File: src/rtl/ued_pkg.sv
/*
 * Constants for the device event and control-transfer register slice:
 * register byte addresses, event bit positions, field layouts and reset values.
 * Assumes a 32-bit word-addressed register port with byte addresses.
 */
// Contract
// - Enable bit per event gates its interrupt
// - Bit 15: resume seen while clock stopped
// - Bit 14: host bus reset has ended
// - Bit 13: configured or unconfigured change
// - Bit 12: any transition on bus lines
// - Bits 11,10,9: class/vendor status, in, out
// - Bit 8 vendor request, bit 7 class
// - Bits 6,5,4: string, config, device descriptor
// - Bits 3..0: error, resume, suspend, reset
// - Status read-only, resets to zero
// - Writing one clears status bit, zero keeps
// - String enables bits 9..4, one enables
// - Interface enables bits 3..0, one enables
// - Four read-only control-out words, reset zero
// - Control-in word zero read/write, feeds engine
// - Class/vendor events only when decode enabled; the code gates bits 8 and 7 only, bits 11..9 set regardless of decode
// - Enable register read/write at its address
package ued_pkg;

    // ------------------------------------------------------------------
    // Register byte addresses
    // ------------------------------------------------------------------
    localparam logic [31:0] ADDR_CONTROL = 32'hFFF06000;
    localparam logic [31:0] ADDR_EVENT_ENABLE = 32'hFFF06008;
    localparam logic [31:0] ADDR_EVENT_STATUS = 32'hFFF6000C;
    localparam logic [31:0] ADDR_EVENT_CLEAR = 32'hFFF60010;
    localparam logic [31:0] ADDR_IFACE_STRING = 32'hFFF06014;
    localparam logic [31:0] ADDR_CTRL_OUT_WORD0 = 32'hFFF06018;
    localparam logic [31:0] ADDR_CTRL_OUT_WORD1 = 32'hFFF0601C;
    localparam logic [31:0] ADDR_CTRL_OUT_WORD2 = 32'hFFF06020;
    localparam logic [31:0] ADDR_CTRL_OUT_WORD3 = 32'hFFF06024;
    localparam logic [31:0] ADDR_CTRL_IN_WORD0 = 32'hFFF06028;

    // ------------------------------------------------------------------
    // Event bit positions in status, enable and clear
    // ------------------------------------------------------------------
    localparam int EV_RESUME_STOPPED = 15;
    localparam int EV_RESET_DONE = 14;
    localparam int EV_CONFIG_CHANGE = 13;
    localparam int EV_BUS_TRANSITION = 12;
    localparam int EV_CV_STATUS = 11;
    localparam int EV_CV_DATA_IN = 10;
    localparam int EV_CV_DATA_OUT = 9;
    localparam int EV_VENDOR_REQ = 8;
    localparam int EV_CLASS_REQ = 7;
    localparam int EV_GET_STRING = 6;
    localparam int EV_GET_CONFIG = 5;
    localparam int EV_GET_DEVICE = 4;
    localparam int EV_BUS_ERROR = 3;
    localparam int EV_RESUME = 2;
    localparam int EV_SUSPEND = 1;
    localparam int EV_BUS_RESET = 0;

    // ------------------------------------------------------------------
    // Field layouts and reset values
    // ------------------------------------------------------------------
    localparam int EVENT_BITS = 16;
    localparam int STRING_LSB = 4;
    localparam int IFSTR_BITS = 10;
    localparam int CLASS_DECODE_BIT = 7;
    localparam int VENDOR_DECODE_BIT = 6;
    localparam logic [15:0] EVENT_RESET = 16'h0000;
    localparam logic [9:0] IFSTR_RESET = 10'h000;
    localparam logic [31:0] WORD_RESET = 32'h00000000;
    localparam logic [1:0] DECODE_RESET = 2'h0;

endpackage : ued_pkg

File: src/rtl/ued_event_ctrl.sv
/*
 * Event latch, interrupt gate and control-transfer data ports of the USB
 * device controller, with a plain single-cycle register port.
 * Assumes the protocol engine runs on core_clk and gives one-cycle event
 * pulses; the D+/D- levels arrive from pins and are synchronised here.
 */
`timescale 1ns/100ps
`default_nettype none

module ued_event_ctrl (
    input wire logic core_clk,
    input wire logic sys_rst,
    input wire logic clkEn,
    // Register port
    input wire logic [31:0] regAddr,
    input wire logic [31:0] regWrData,
    input wire logic regWr,
    input wire logic regRd,
    output logic [31:0] regRdData,
    // Bus line levels from pins
    input wire logic busDp,
    input wire logic busDm,
    // Event pulses from the protocol engine
    input wire logic resumeStoppedSeen,
    input wire logic resetDoneSeen,
    input wire logic configChangeSeen,
    input wire logic cvStatusSeen,
    input wire logic cvDataInSeen,
    input wire logic cvDataOutSeen,
    input wire logic vendorReqSeen,
    input wire logic classReqSeen,
    input wire logic getStringSeen,
    input wire logic getConfigSeen,
    input wire logic getDeviceSeen,
    input wire logic busErrorSeen,
    input wire logic resumeSeen,
    input wire logic suspendSeen,
    input wire logic busResetSeen,
    // Received control-out words from the engine
    input wire logic ctrlOutLoad,
    input wire logic [1:0] ctrlOutIndex,
    input wire logic [31:0] ctrlOutData,
    // Outputs towards the engine and the CPU
    output logic [31:0] ctrlInDataWord0,
    output logic [5:0] stringDescOn,
    output logic [3:0] interfaceOn,
    output logic classDecodeOn,
    output logic vendorDecodeOn,
    output logic cvStall,
    output logic irq
);

    // ------------------------------------------------------------------
    // State
    // ------------------------------------------------------------------
    typedef struct packed {
        logic [15:0] status;
        logic [15:0] enable;
        logic [9:0] ifStr;
        logic [3:0][31:0] outWord;
        logic [31:0] inWord0;
        logic [1:0] decode;
        logic [1:0] lineMeta;
        logic [1:0] lineSync;
        logic [1:0] linePrev;
        logic [31:0] rdData;
        logic stall;
        logic irq;
    } ued_state_s;

    ued_state_s st;
    ued_state_s next_st;
    logic [15:0] eventSet;
    logic [15:0] clearMask;
    logic lineChanged;
    logic classDecode;
    logic vendorDecode;

    // ------------------------------------------------------------------
    // Event collection
    // ------------------------------------------------------------------

    // Pin levels compared only after the second flop
    assign lineChanged = st.lineSync != st.linePrev;
    assign classDecode = st.decode[1];
    assign vendorDecode = st.decode[0];

    // Gather engine pulses into their status positions
    always_comb begin
        eventSet = '0;
        eventSet[ued_pkg::EV_RESUME_STOPPED] = resumeStoppedSeen;
        eventSet[ued_pkg::EV_RESET_DONE] = resetDoneSeen;
        // Engine pulses this on both configure and unconfigure
        eventSet[ued_pkg::EV_CONFIG_CHANGE] = configChangeSeen;
        eventSet[ued_pkg::EV_BUS_TRANSITION] = lineChanged;
        eventSet[ued_pkg::EV_CV_STATUS] = cvStatusSeen;
        eventSet[ued_pkg::EV_CV_DATA_IN] = cvDataInSeen;
        eventSet[ued_pkg::EV_CV_DATA_OUT] = cvDataOutSeen;
        // Undecoded requests raise no event; they stall instead
        eventSet[ued_pkg::EV_VENDOR_REQ] = vendorReqSeen & vendorDecode;
        eventSet[ued_pkg::EV_CLASS_REQ] = classReqSeen & classDecode;
        eventSet[ued_pkg::EV_GET_STRING] = getStringSeen;
        eventSet[ued_pkg::EV_GET_CONFIG] = getConfigSeen;
        eventSet[ued_pkg::EV_GET_DEVICE] = getDeviceSeen;
        eventSet[ued_pkg::EV_BUS_ERROR] = busErrorSeen;
        eventSet[ued_pkg::EV_RESUME] = resumeSeen;
        eventSet[ued_pkg::EV_SUSPEND] = suspendSeen;
        eventSet[ued_pkg::EV_BUS_RESET] = busResetSeen;
    end

    // Write-one clear pattern for this cycle
    assign clearMask = (regWr && regAddr == ued_pkg::ADDR_EVENT_CLEAR)
        ? regWrData[15:0] : 16'h0000;

    // ------------------------------------------------------------------
    // Next state
    // ------------------------------------------------------------------
    always_comb begin
        next_st = st;
        // Two-flop synchroniser for the line levels
        next_st.lineMeta = {busDp, busDm};
        next_st.lineSync = st.lineMeta;
        next_st.linePrev = st.lineSync;
        // A set in the same cycle as its clear wins, so no event is lost
        next_st.status = (st.status & ~clearMask) | eventSet;
        // Stall answer for requests whose decoding is switched off
        next_st.stall = (classReqSeen & ~classDecode)
            | (vendorReqSeen & ~vendorDecode);
        // Received control-out words; software cannot write them
        if (ctrlOutLoad) begin
            next_st.outWord[ctrlOutIndex] = ctrlOutData;
        end
        // Register writes
        if (regWr) begin
            case (regAddr)
                ued_pkg::ADDR_CONTROL: begin
                    next_st.decode = {regWrData[ued_pkg::CLASS_DECODE_BIT],
                        regWrData[ued_pkg::VENDOR_DECODE_BIT]};
                end
                ued_pkg::ADDR_EVENT_ENABLE: begin
                    next_st.enable = regWrData[15:0];
                end
                ued_pkg::ADDR_IFACE_STRING: begin
                    next_st.ifStr = regWrData[9:0];
                end
                ued_pkg::ADDR_CTRL_IN_WORD0: begin
                    next_st.inWord0 = regWrData;
                end
                default: begin
                    next_st.ifStr = st.ifStr;
                end
            endcase
        end
        // Read data stands only in the cycle after the strobe
        next_st.rdData = 32'h00000000;
        if (regRd) begin
            case (regAddr)
                ued_pkg::ADDR_CONTROL: begin
                    next_st.rdData[ued_pkg::CLASS_DECODE_BIT] = st.decode[1];
                    next_st.rdData[ued_pkg::VENDOR_DECODE_BIT] = st.decode[0];
                end
                ued_pkg::ADDR_EVENT_ENABLE: next_st.rdData = {16'h0000, st.enable};
                ued_pkg::ADDR_EVENT_STATUS: next_st.rdData = {16'h0000, st.status};
                ued_pkg::ADDR_IFACE_STRING: next_st.rdData = {22'h000000, st.ifStr};
                ued_pkg::ADDR_CTRL_OUT_WORD0: next_st.rdData = st.outWord[0];
                ued_pkg::ADDR_CTRL_OUT_WORD1: next_st.rdData = st.outWord[1];
                ued_pkg::ADDR_CTRL_OUT_WORD2: next_st.rdData = st.outWord[2];
                ued_pkg::ADDR_CTRL_OUT_WORD3: next_st.rdData = st.outWord[3];
                ued_pkg::ADDR_CTRL_IN_WORD0: next_st.rdData = st.inWord0;
                // Clear register and unmapped addresses read zero
                default: next_st.rdData = 32'h00000000;
            endcase
        end
        // Registered from next values so the request tracks status at once
        next_st.irq = |(next_st.status & next_st.enable);
    end

    // ------------------------------------------------------------------
    // State register
    // ------------------------------------------------------------------

    // Reset takes precedence over the clock enable
    always_ff @(posedge core_clk) begin
        if (sys_rst) begin
            st.status <= ued_pkg::EVENT_RESET;
            st.enable <= ued_pkg::EVENT_RESET;
            st.ifStr <= ued_pkg::IFSTR_RESET;
            st.outWord <= {4{ued_pkg::WORD_RESET}};
            st.inWord0 <= ued_pkg::WORD_RESET;
            st.decode <= ued_pkg::DECODE_RESET;
            st.lineMeta <= 2'h0;
            st.lineSync <= 2'h0;
            st.linePrev <= 2'h0;
            st.rdData <= ued_pkg::WORD_RESET;
            st.stall <= 1'b0;
            st.irq <= 1'b0;
        end else if (clkEn) begin
            st <= next_st;
        end
    end

    // ------------------------------------------------------------------
    // Outputs
    // ------------------------------------------------------------------
    assign regRdData = st.rdData;
    assign ctrlInDataWord0 = st.inWord0;
    // Upper six bits are string descriptors, low four interfaces
    assign stringDescOn = st.ifStr[9:ued_pkg::STRING_LSB];
    assign interfaceOn = st.ifStr[ued_pkg::STRING_LSB-1:0];
    assign classDecodeOn = st.decode[1];
    assign vendorDecodeOn = st.decode[0];
    assign cvStall = st.stall;
    assign irq = st.irq;

    // ------------------------------------------------------------------
    // Assertions
    // ------------------------------------------------------------------

    // Interrupt always equals the gated status
    property p_irqGate;
        @(posedge core_clk) disable iff (sys_rst)
        irq == |(st.status & st.enable);
    endproperty
    a_irqGate: assert property (p_irqGate)
        else $error("interrupt does not match enabled status");

    // Stopped-clock resume lands in bit 15
    property p_resumeStopped;
        @(posedge core_clk) disable iff (sys_rst)
        resumeStoppedSeen && clkEn |=> st.status[15];
    endproperty
    a_resumeStopped: assert property (p_resumeStopped)
        else $error("resume while stopped not recorded");

    // Reset end lands in bit 14
    property p_resetDone;
        @(posedge core_clk) disable iff (sys_rst)
        resetDoneSeen && clkEn |=> st.status[14];
    endproperty
    a_resetDone: assert property (p_resetDone)
        else $error("bus reset end not recorded");

    // Line change sets bit 12 one cycle later
    property p_lineTransition;
        @(posedge core_clk) disable iff (sys_rst)
        lineChanged && clkEn |=> st.status[12];
    endproperty
    a_lineTransition: assert property (p_lineTransition)
        else $error("bus transition not recorded");

    // Undecoded class request stalls and leaves bit 7 alone
    property p_classStall;
        @(posedge core_clk) disable iff (sys_rst)
        classReqSeen && !classDecode && clkEn
            |=> cvStall && (st.status[7] == $past(st.status[7] & ~clearMask[7]));
    endproperty
    a_classStall: assert property (p_classStall)
        else $error("undecoded class request not stalled");

    // Decoded vendor request flags bit 8 without stall
    property p_vendorFlag;
        @(posedge core_clk) disable iff (sys_rst)
        vendorReqSeen && vendorDecode && !classReqSeen && clkEn
            |=> st.status[8] && !cvStall;
    endproperty
    a_vendorFlag: assert property (p_vendorFlag)
        else $error("decoded vendor request mishandled");

    // Status is zero right after reset
    property p_statusReset;
        @(posedge core_clk)
        sys_rst |=> st.status == 16'h0000 && !irq;
    endproperty
    a_statusReset: assert property (p_statusReset)
        else $error("status not zero after reset");

    // Cleared bits go low unless an event arrived at once
    property p_clearOnes;
        @(posedge core_clk) disable iff (sys_rst)
        clkEn && clearMask != 16'h0000
            |=> (st.status & $past(clearMask) & ~$past(eventSet)) == 16'h0000;
    endproperty
    a_clearOnes: assert property (p_clearOnes)
        else $error("write-one clear failed");

    // Zeros in the clear pattern keep their bits
    property p_clearZerosKeep;
        @(posedge core_clk) disable iff (sys_rst)
        clkEn |=> (st.status & ~$past(clearMask))
            == (($past(st.status) | $past(eventSet)) & ~$past(clearMask));
    endproperty
    a_clearZerosKeep: assert property (p_clearZerosKeep)
        else $error("status changed without cause");

    // Enable register takes written data
    property p_enableWrite;
        @(posedge core_clk) disable iff (sys_rst)
        regWr && regAddr == ued_pkg::ADDR_EVENT_ENABLE && clkEn
            |=> st.enable == $past(regWrData[15:0]);
    endproperty
    a_enableWrite: assert property (p_enableWrite)
        else $error("enable register not written");

    // Control-out word loads from the engine
    property p_outWordLoad;
        @(posedge core_clk) disable iff (sys_rst)
        ctrlOutLoad && clkEn |=> st.outWord[$past(ctrlOutIndex)] == $past(ctrlOutData);
    endproperty
    a_outWordLoad: assert property (p_outWordLoad)
        else $error("control-out word not loaded");

    // Control-in word follows software write onto the engine output
    property p_inWordPath;
        @(posedge core_clk) disable iff (sys_rst)
        regWr && regAddr == ued_pkg::ADDR_CTRL_IN_WORD0 && clkEn
            |=> ctrlInDataWord0 == $past(regWrData);
    endproperty
    a_inWordPath: assert property (p_inWordPath)
        else $error("control-in word not presented");

    // Request held while no clear and no enable write
    property p_irqHold;
        @(posedge core_clk) disable iff (sys_rst)
        irq && clearMask == 16'h0000 && !(regWr && regAddr == ued_pkg::ADDR_EVENT_ENABLE)
            |=> irq;
    endproperty
    a_irqHold: assert property (p_irqHold)
        else $error("interrupt dropped while status set");

    // Status read returns sampled value in the cycle after the strobe
    property p_statusRead;
        @(posedge core_clk) disable iff (sys_rst)
        regRd && regAddr == ued_pkg::ADDR_EVENT_STATUS && clkEn
            |=> regRdData == {16'h0000, $past(st.status)};
    endproperty
    a_statusRead: assert property (p_statusRead)
        else $error("status read data wrong");

    // Configure and unconfigure both land in bit 13
    property p_configChange;
        @(posedge core_clk) disable iff (sys_rst)
        configChangeSeen && clkEn |=> st.status[13];
    endproperty
    a_configChange: assert property (p_configChange)
        else $error("configuration change not recorded");

    // Class/vendor phases land in bits 11..9
    property p_cvPhases;
        @(posedge core_clk) disable iff (sys_rst)
        clkEn |=> (st.status[11:9] & $past({cvStatusSeen, cvDataInSeen, cvDataOutSeen}))
            == $past({cvStatusSeen, cvDataInSeen, cvDataOutSeen});
    endproperty
    a_cvPhases: assert property (p_cvPhases)
        else $error("class or vendor phase not recorded");

    // Descriptor requests land in bits 6..4
    property p_getDescriptor;
        @(posedge core_clk) disable iff (sys_rst)
        clkEn |=> (st.status[6:4] & $past({getStringSeen, getConfigSeen, getDeviceSeen}))
            == $past({getStringSeen, getConfigSeen, getDeviceSeen});
    endproperty
    a_getDescriptor: assert property (p_getDescriptor)
        else $error("descriptor request not recorded");

    // Error, resume, suspend and reset land in bits 3..0
    property p_busEvents;
        @(posedge core_clk) disable iff (sys_rst)
        clkEn |=> (st.status[3:0] & $past({busErrorSeen, resumeSeen, suspendSeen, busResetSeen}))
            == $past({busErrorSeen, resumeSeen, suspendSeen, busResetSeen});
    endproperty
    a_busEvents: assert property (p_busEvents)
        else $error("bus event not recorded");

    // String and interface enables follow a write at once
    property p_ifaceStringWrite;
        @(posedge core_clk) disable iff (sys_rst)
        regWr && regAddr == ued_pkg::ADDR_IFACE_STRING && clkEn
            |=> {stringDescOn, interfaceOn} == $past(regWrData[9:0]);
    endproperty
    a_ifaceStringWrite: assert property (p_ifaceStringWrite)
        else $error("string or interface enables not written");

endmodule : ued_event_ctrl

`default_nettype wire

File: config.mk
export PLATFORM = sky130hd
export DESIGN_NAME = ued_event_ctrl
export DESIGN_NICKNAME = d
export VERILOG_FILES = /design/src/rtl/ued_pkg.sv /design/src/rtl/ued_event_ctrl.sv
export SDC_FILE = /design/constraint.sdc
export NUM_CORES = 1
export LEC_CHECK = 0
export BUFFER_PORTS_ARGS = -buffer_cell sky130_fd_sc_hd__buf_4
export CORE_ASPECT_RATIO = 1.1
export CORE_UTILIZATION = 35
export DETAILED_ROUTE_END_ITERATION = 8
export PLACE_DENSITY = 0.59
export SLEW_MARGIN = 20
export SYNTH_ARGS = -nofsm -noshare
export SYNTH_HDL_FRONTEND = slang
export SYNTH_SLANG_ARGS = --single-unit
File: constraint.sdc
create_clock -name core_clk -period 4.7 [get_ports core_clk]
set_input_delay 0.47 -clock core_clk [delete_from_list [all_inputs] [get_ports core_clk]]
set_output_delay 0.47 -clock core_clk [all_outputs]
set_load 0.1 [all_outputs]
# Yosys cells after proc, flatten, opt, wreduce, memory -nomap -nowiden
# Cells that the tools add are included.
# op_classes
magnitude_cmp	2
eq_ne	11
n_mux	11
bitwise_logic	11
n_reduce_logical	7
# op_table
cell	count
32-bit == test (second input constant)	10
24-bit one-hot mux with 8 select lines	1
128-bit bitwise mux	1
32-bit demux with 2-bit select	1
32-bit 2-to-1 mux	2
6-bit one-hot mux with 8 select lines	1
16-bit bitwise AND	2
16-bit 2-to-1 mux	2
26-bit 2-to-1 mux	1
2-bit one-hot mux with 9 select lines	1
16-bit NOT	1
16-bit OR	1
16-bit OR reduction	1
10-bit 2-to-1 mux	1
3-bit AND reduction	3
1-bit bitwise AND	4
2-bit by 3-bit < comparator with 1-bit output (second input constant)	1
2-bit by 1-bit >= comparator with 1-bit output (second input constant)	1
1-bit logical AND	2
2-bit != test	1
1-bit NOT	2
2-bit AND reduction	1
1-bit OR	1
# word_totals
reg_bits	244
input_bits	121
wordCells	57

# Longest topological paths before layout
# depth
word_depth	8
depth_mapped	10
mapped_depth_nobuf	7

# Worst setup path before layout
# OpenSTA, ideal clock, no wires.
# synth_path
kind	input to register
startpoint	input port regAddr[12]
endpoint	register irq (netlist name)
setup_time_ps	129
arrival_time_ps	2542
setup_slack_ps	2028
stages	9
path_buffers	2
cell_sequence	or4b_1 or4_1 or3_1 buf_6 buf_6 o22ai_2 o22ai_1 nor4_2 a31oi_1
# synth_via
elab_chain_len	8
# synth_rtl
item	line	text
start: declaration	ued_event_ctrl.sv:15	input wire logic [31:0] regAddr,
32-bit == test	ued_event_ctrl.sv:112	assign clearMask = (regWr && regAddr == ued_pkg::ADDR_EVENT_CLEAR)
1-bit logical AND	ued_event_ctrl.sv:112	
16-bit 2-to-1 mux	ued_event_ctrl.sv:113	? regWrData[15:0] : 16'h0000;
16-bit NOT	ued_event_ctrl.sv:125	next_st.status = (st.status & ~clearMask) | eventSet;
16-bit bitwise AND	ued_event_ctrl.sv:125	
16-bit OR	ued_event_ctrl.sv:125	
16-bit bitwise AND *	ued_event_ctrl.sv:175	next_st.irq = |(next_st.status & next_st.enable);
16-bit OR reduction *	ued_event_ctrl.sv:175	
# Every way passes the cells marked *; elsewhere a longest branch is shown, timed or not.
# A chain may end at the register's enable or synchronous reset.

# Final worst setup path
# layout_path
startpoint	input port regAddr[19]
endpoint	register st, in the netlist regRdData[5]
# layout_via
elab_chain_len	3
# layout_rtl
item	line	text
32-bit == test	ued_event_ctrl.sv:157	case (regAddr)
6-bit one-hot mux with 8 select lines *	ued_event_ctrl.sv:157	
32-bit 2-to-1 mux *	ued_event_ctrl.sv:156	if (regRd) begin
end signal: assignment	ued_event_ctrl.sv:198	st <= next_st;
end: declaration	ued_event_ctrl.sv:71	ued_state_s st;
# Marked as above.

==> flow_summary_export.csv <==
group,metric,value,unit
outcome,outcome,"completed",
power_and_ir_drop,p_clk_share,48.0,%
sta,final_max_slew_viol_count,0,
sta,hold_viol,0,
power_and_ir_drop,p_sw,1.07,mW
power_and_ir_drop,ir_worst_vdd,0.256,mV
routing,drc,0,
clock_tree,cts_hold_buf,0,
power_and_ir_drop,power_density,352,nW/µm²
sta,tightest_slew,1010,ps
sta,finalCriticalPeriod,2770,ps
sta,period_share,58.9,%
place,dp_hpwl,23900,µm
layout,drive_gt1_share,19.5,%
critical_path,critPathLaunchType,"input port",
floorplanning,initial_core_util,35.8,%
routing,vias,10207,
synth,ys_async_sr_fraction,0,%
clock_tree,clk_latency,550,ps
power_and_ir_drop,p_leak,4.88,nW
synth,syn_avg_cell_area,7.97,µm²
global_routing,grt_pass1_wl,56400,µm
synth,synth_top_area_cell,"dfxtp_1",
global_routing,grt_pass1_vias,9755,
place,pre_cts_slack,1450,ps
critical_path,cp-end-kind,"flop",
floorplanning,fp.dieH,188,µm
floorplanning,fp.coreArea,30700,µm²
min_path,worstHoldPathType,"in -> reg",
clock_tree,cts_tree,"yes",
sta,rsz0062_at_grt,"no",
clock_tree,htree_levels,1,
clock_tree,numCtsBuffers,27,
sta,worst_slack,1930,ps
synth,synth_edf_count,0,
job,cap_violations,0,
synth,netlist_instances,1376,
critical_path,crit_fanout,16,
synth,synth_top_area_share,44.5,%
floorplanning,rows,67,
layout,design_area,13100,µm²
routing,vias_per_cell,5.40,
global_routing,grt-ovfl-total,0,
clock_tree,clkSinkCount,244,
floorplanning,pin_count,199,
sta,setup_viol,0,
clock_tree,clockBufferDepth,3,
synth,yosys_register_bits,244,
sta,skew,12.8,ps
global_routing,grt.total_usage,22.7,%
floorplanning,dieArea,32100,µm²
synth,synthDistinctLibCells,60,
synth,ys_seq_area_share,44.5,%
clock_tree,clkTransAtPathRegs,60,ps
synth,ys_warn_count,0,
place,place_congestion,0.855,
critical_path,cp.arrival,3270,ps
global_routing,antenna_found_initial,1,
routing,ant_nets,0,
power_and_ir_drop,p_sw_share,23.2,%
layout,nets,1575,
synth,ys.flop_type,"dfxtp_1",
layout,nFillCells,3129,
floorplanning,die_w,171,µm
routing,drt_first_pass_iters,9,
place,dpl_cell_area,12200,µm²
clock_tree,post_cts_resized,0,
critical_path,criticalPathCategory,"in -> reg",
sta,holdWs,164,ps
sta,fin_setup_tns,0,ps
synth,syn_area,11000,µm²
power_and_ir_drop,finalPower,4.62,mW
global_routing,grt_max_degree,125,
synth,syn-num-nets,1497,
layout,syn_to_final_growth,19.7,%
place,port_buffers,198,
routing,wirelength,36800,µm
power_and_ir_drop,p_int,3.55,mW
power_and_ir_drop,power_frac_seq,46.0,%
routing,drt_iter0_drc,867,
sta,max_freq,361,MHz
layout,num_antenna_cells,0,
clock_tree,clockRootBuffer,"clkbuf_16",
synth,ys_top_cells_by_area,"dfxtp_1 (45%), nand2_1 (15%), a21oi_1 (8.6%)",
critical_path,required,5200,ps
routing,wl_per_cell,19.5,µm
power_and_ir_drop,pwr-share-comb,6.0,%
sta,max_slew_margin,32.9,%
clock_tree,cts_setup_buffers,0,
cell usage in the layout (no fill, tap or decap), types with 11 or more instances in the layout:
cell type,n
buf_4,219
a21oi_1,188
nor2_1,30
mux2i_1,23
nand2_1,425
a222oi_1,14
a22oi_1,58
a221oi_1,11
nand3_1,28
dfxtp_1,244
a22o_1,26
nand2b_1,13
clkbuf_16,27
a31oi_1,11
o22ai_1,18
routing by layer:
layer	global-route usage (%)	up-vias	part of all wire [%]
li1	-	4873	-
met1	29.1	4849	42
met2	38.2	409	48
met3	3.40	74	6.7
met4	8.56	2	3.4
met5	0	-	0.035
critical path, cell delays in order:
cell and delay [ps]:
buf_4 110, nand2b_1 140, or4_1 740, or3_4 500
nor2_2 720, a222oi_1 150, a31oi_1 260, o21a_1 160
sequential cells by signal, summed over array words and instances (netlist names):
name and count:
st 162, ctrlInDataWord0 32, regRdData 32, stringDescOn 6, interfaceOn 4, next_st 4
classDecodeOn 1, cvStall 1, irq 1, vendorDecodeOn 1
cells by family after synthesis:
kind of cell	after synthesis	share of synthesized area, %
AOI/OAI and AO/OA	358	21.0
xor gates and xnor gates	2	0.160
buffers and inverters	175	9.38
DFF	244	44.5
muxes	23	2.10
and+or+nand+nor	574	22.9
metrics by stage:
stage,cells,utilization (%)
after global placement,1839,39.7
final,1889,42.8
after detailed placement,1839,39.7
after global routing,1889,42.8
after floorplan,1376,-
after CTS,1889,42.8
path summary, 6_finish.rpt:
path,start,end,slack [ps],depth (start not counted)
setup reg to reg,regRdData[5]$_SDFFE_PP0P_,regRdData[5]$_SDFFE_PP0P_,3290,5
hold reg to reg,st[161]$_SDFFE_PP0P_,st[161]$_SDFFE_PP0P_,450,2
hold / removal,busDm,next_st[36]$_SDFFE_PP0P_,160,3
setup / recovery,regAddr[19],regRdData[5]$_SDFFE_PP0P_,1930,8
power groups by stage:
stage	logic [mW]	registers [mW]	clock network, mW
2_1_floorplan	0.116	2.17	0
3_3_place_gp	0.273	2.17	0
3_5_place_dp	0.276	2.17	0
4_1_cts	0.277	2.13	2.25
5_1_grt	0.302	2.13	2.34
6_report	0.277	2.13	2.22
cells in the mapped netlist, types with 3 or more instances:
library cell	n
a21oi_1	188
a221o_1	10
a221oi_1	11
a222oi_1	14
a22o_1	26
a22oi_1	58
a31oi_1	11
and2_1	4
buf_1	3
buf_2	11
buf_4	80
buf_6	5
clkbuf_1	71
dfxtp_1	244
inv_1	3
mux2i_1	23
nand2_1	425
nand2b_1	13
nand3_1	29
nand4_1	7
nor2_1	31
nor2_2	4
nor2b_1	11
nor3_1	9
nor4_1	7
nor4_2	3
o21a_1	10
o22ai_1	18
or4_1	3
layout make-up:
cell class                      instances  area, µm²  share of cell area (%)
Tap cell                              414        518                    3.95
Multi-Input combinational cell        957       5100                    38.8
Clock buffer                           37        783                    5.97
Clock inverter                         13        158                    1.20
Timing Repair Buffer                  221       1680                    12.8
Sequential cell                       244       4880                    37.2
Inverter                                3       11.3                  0.0858
Power figures use the tool's default switching activity.
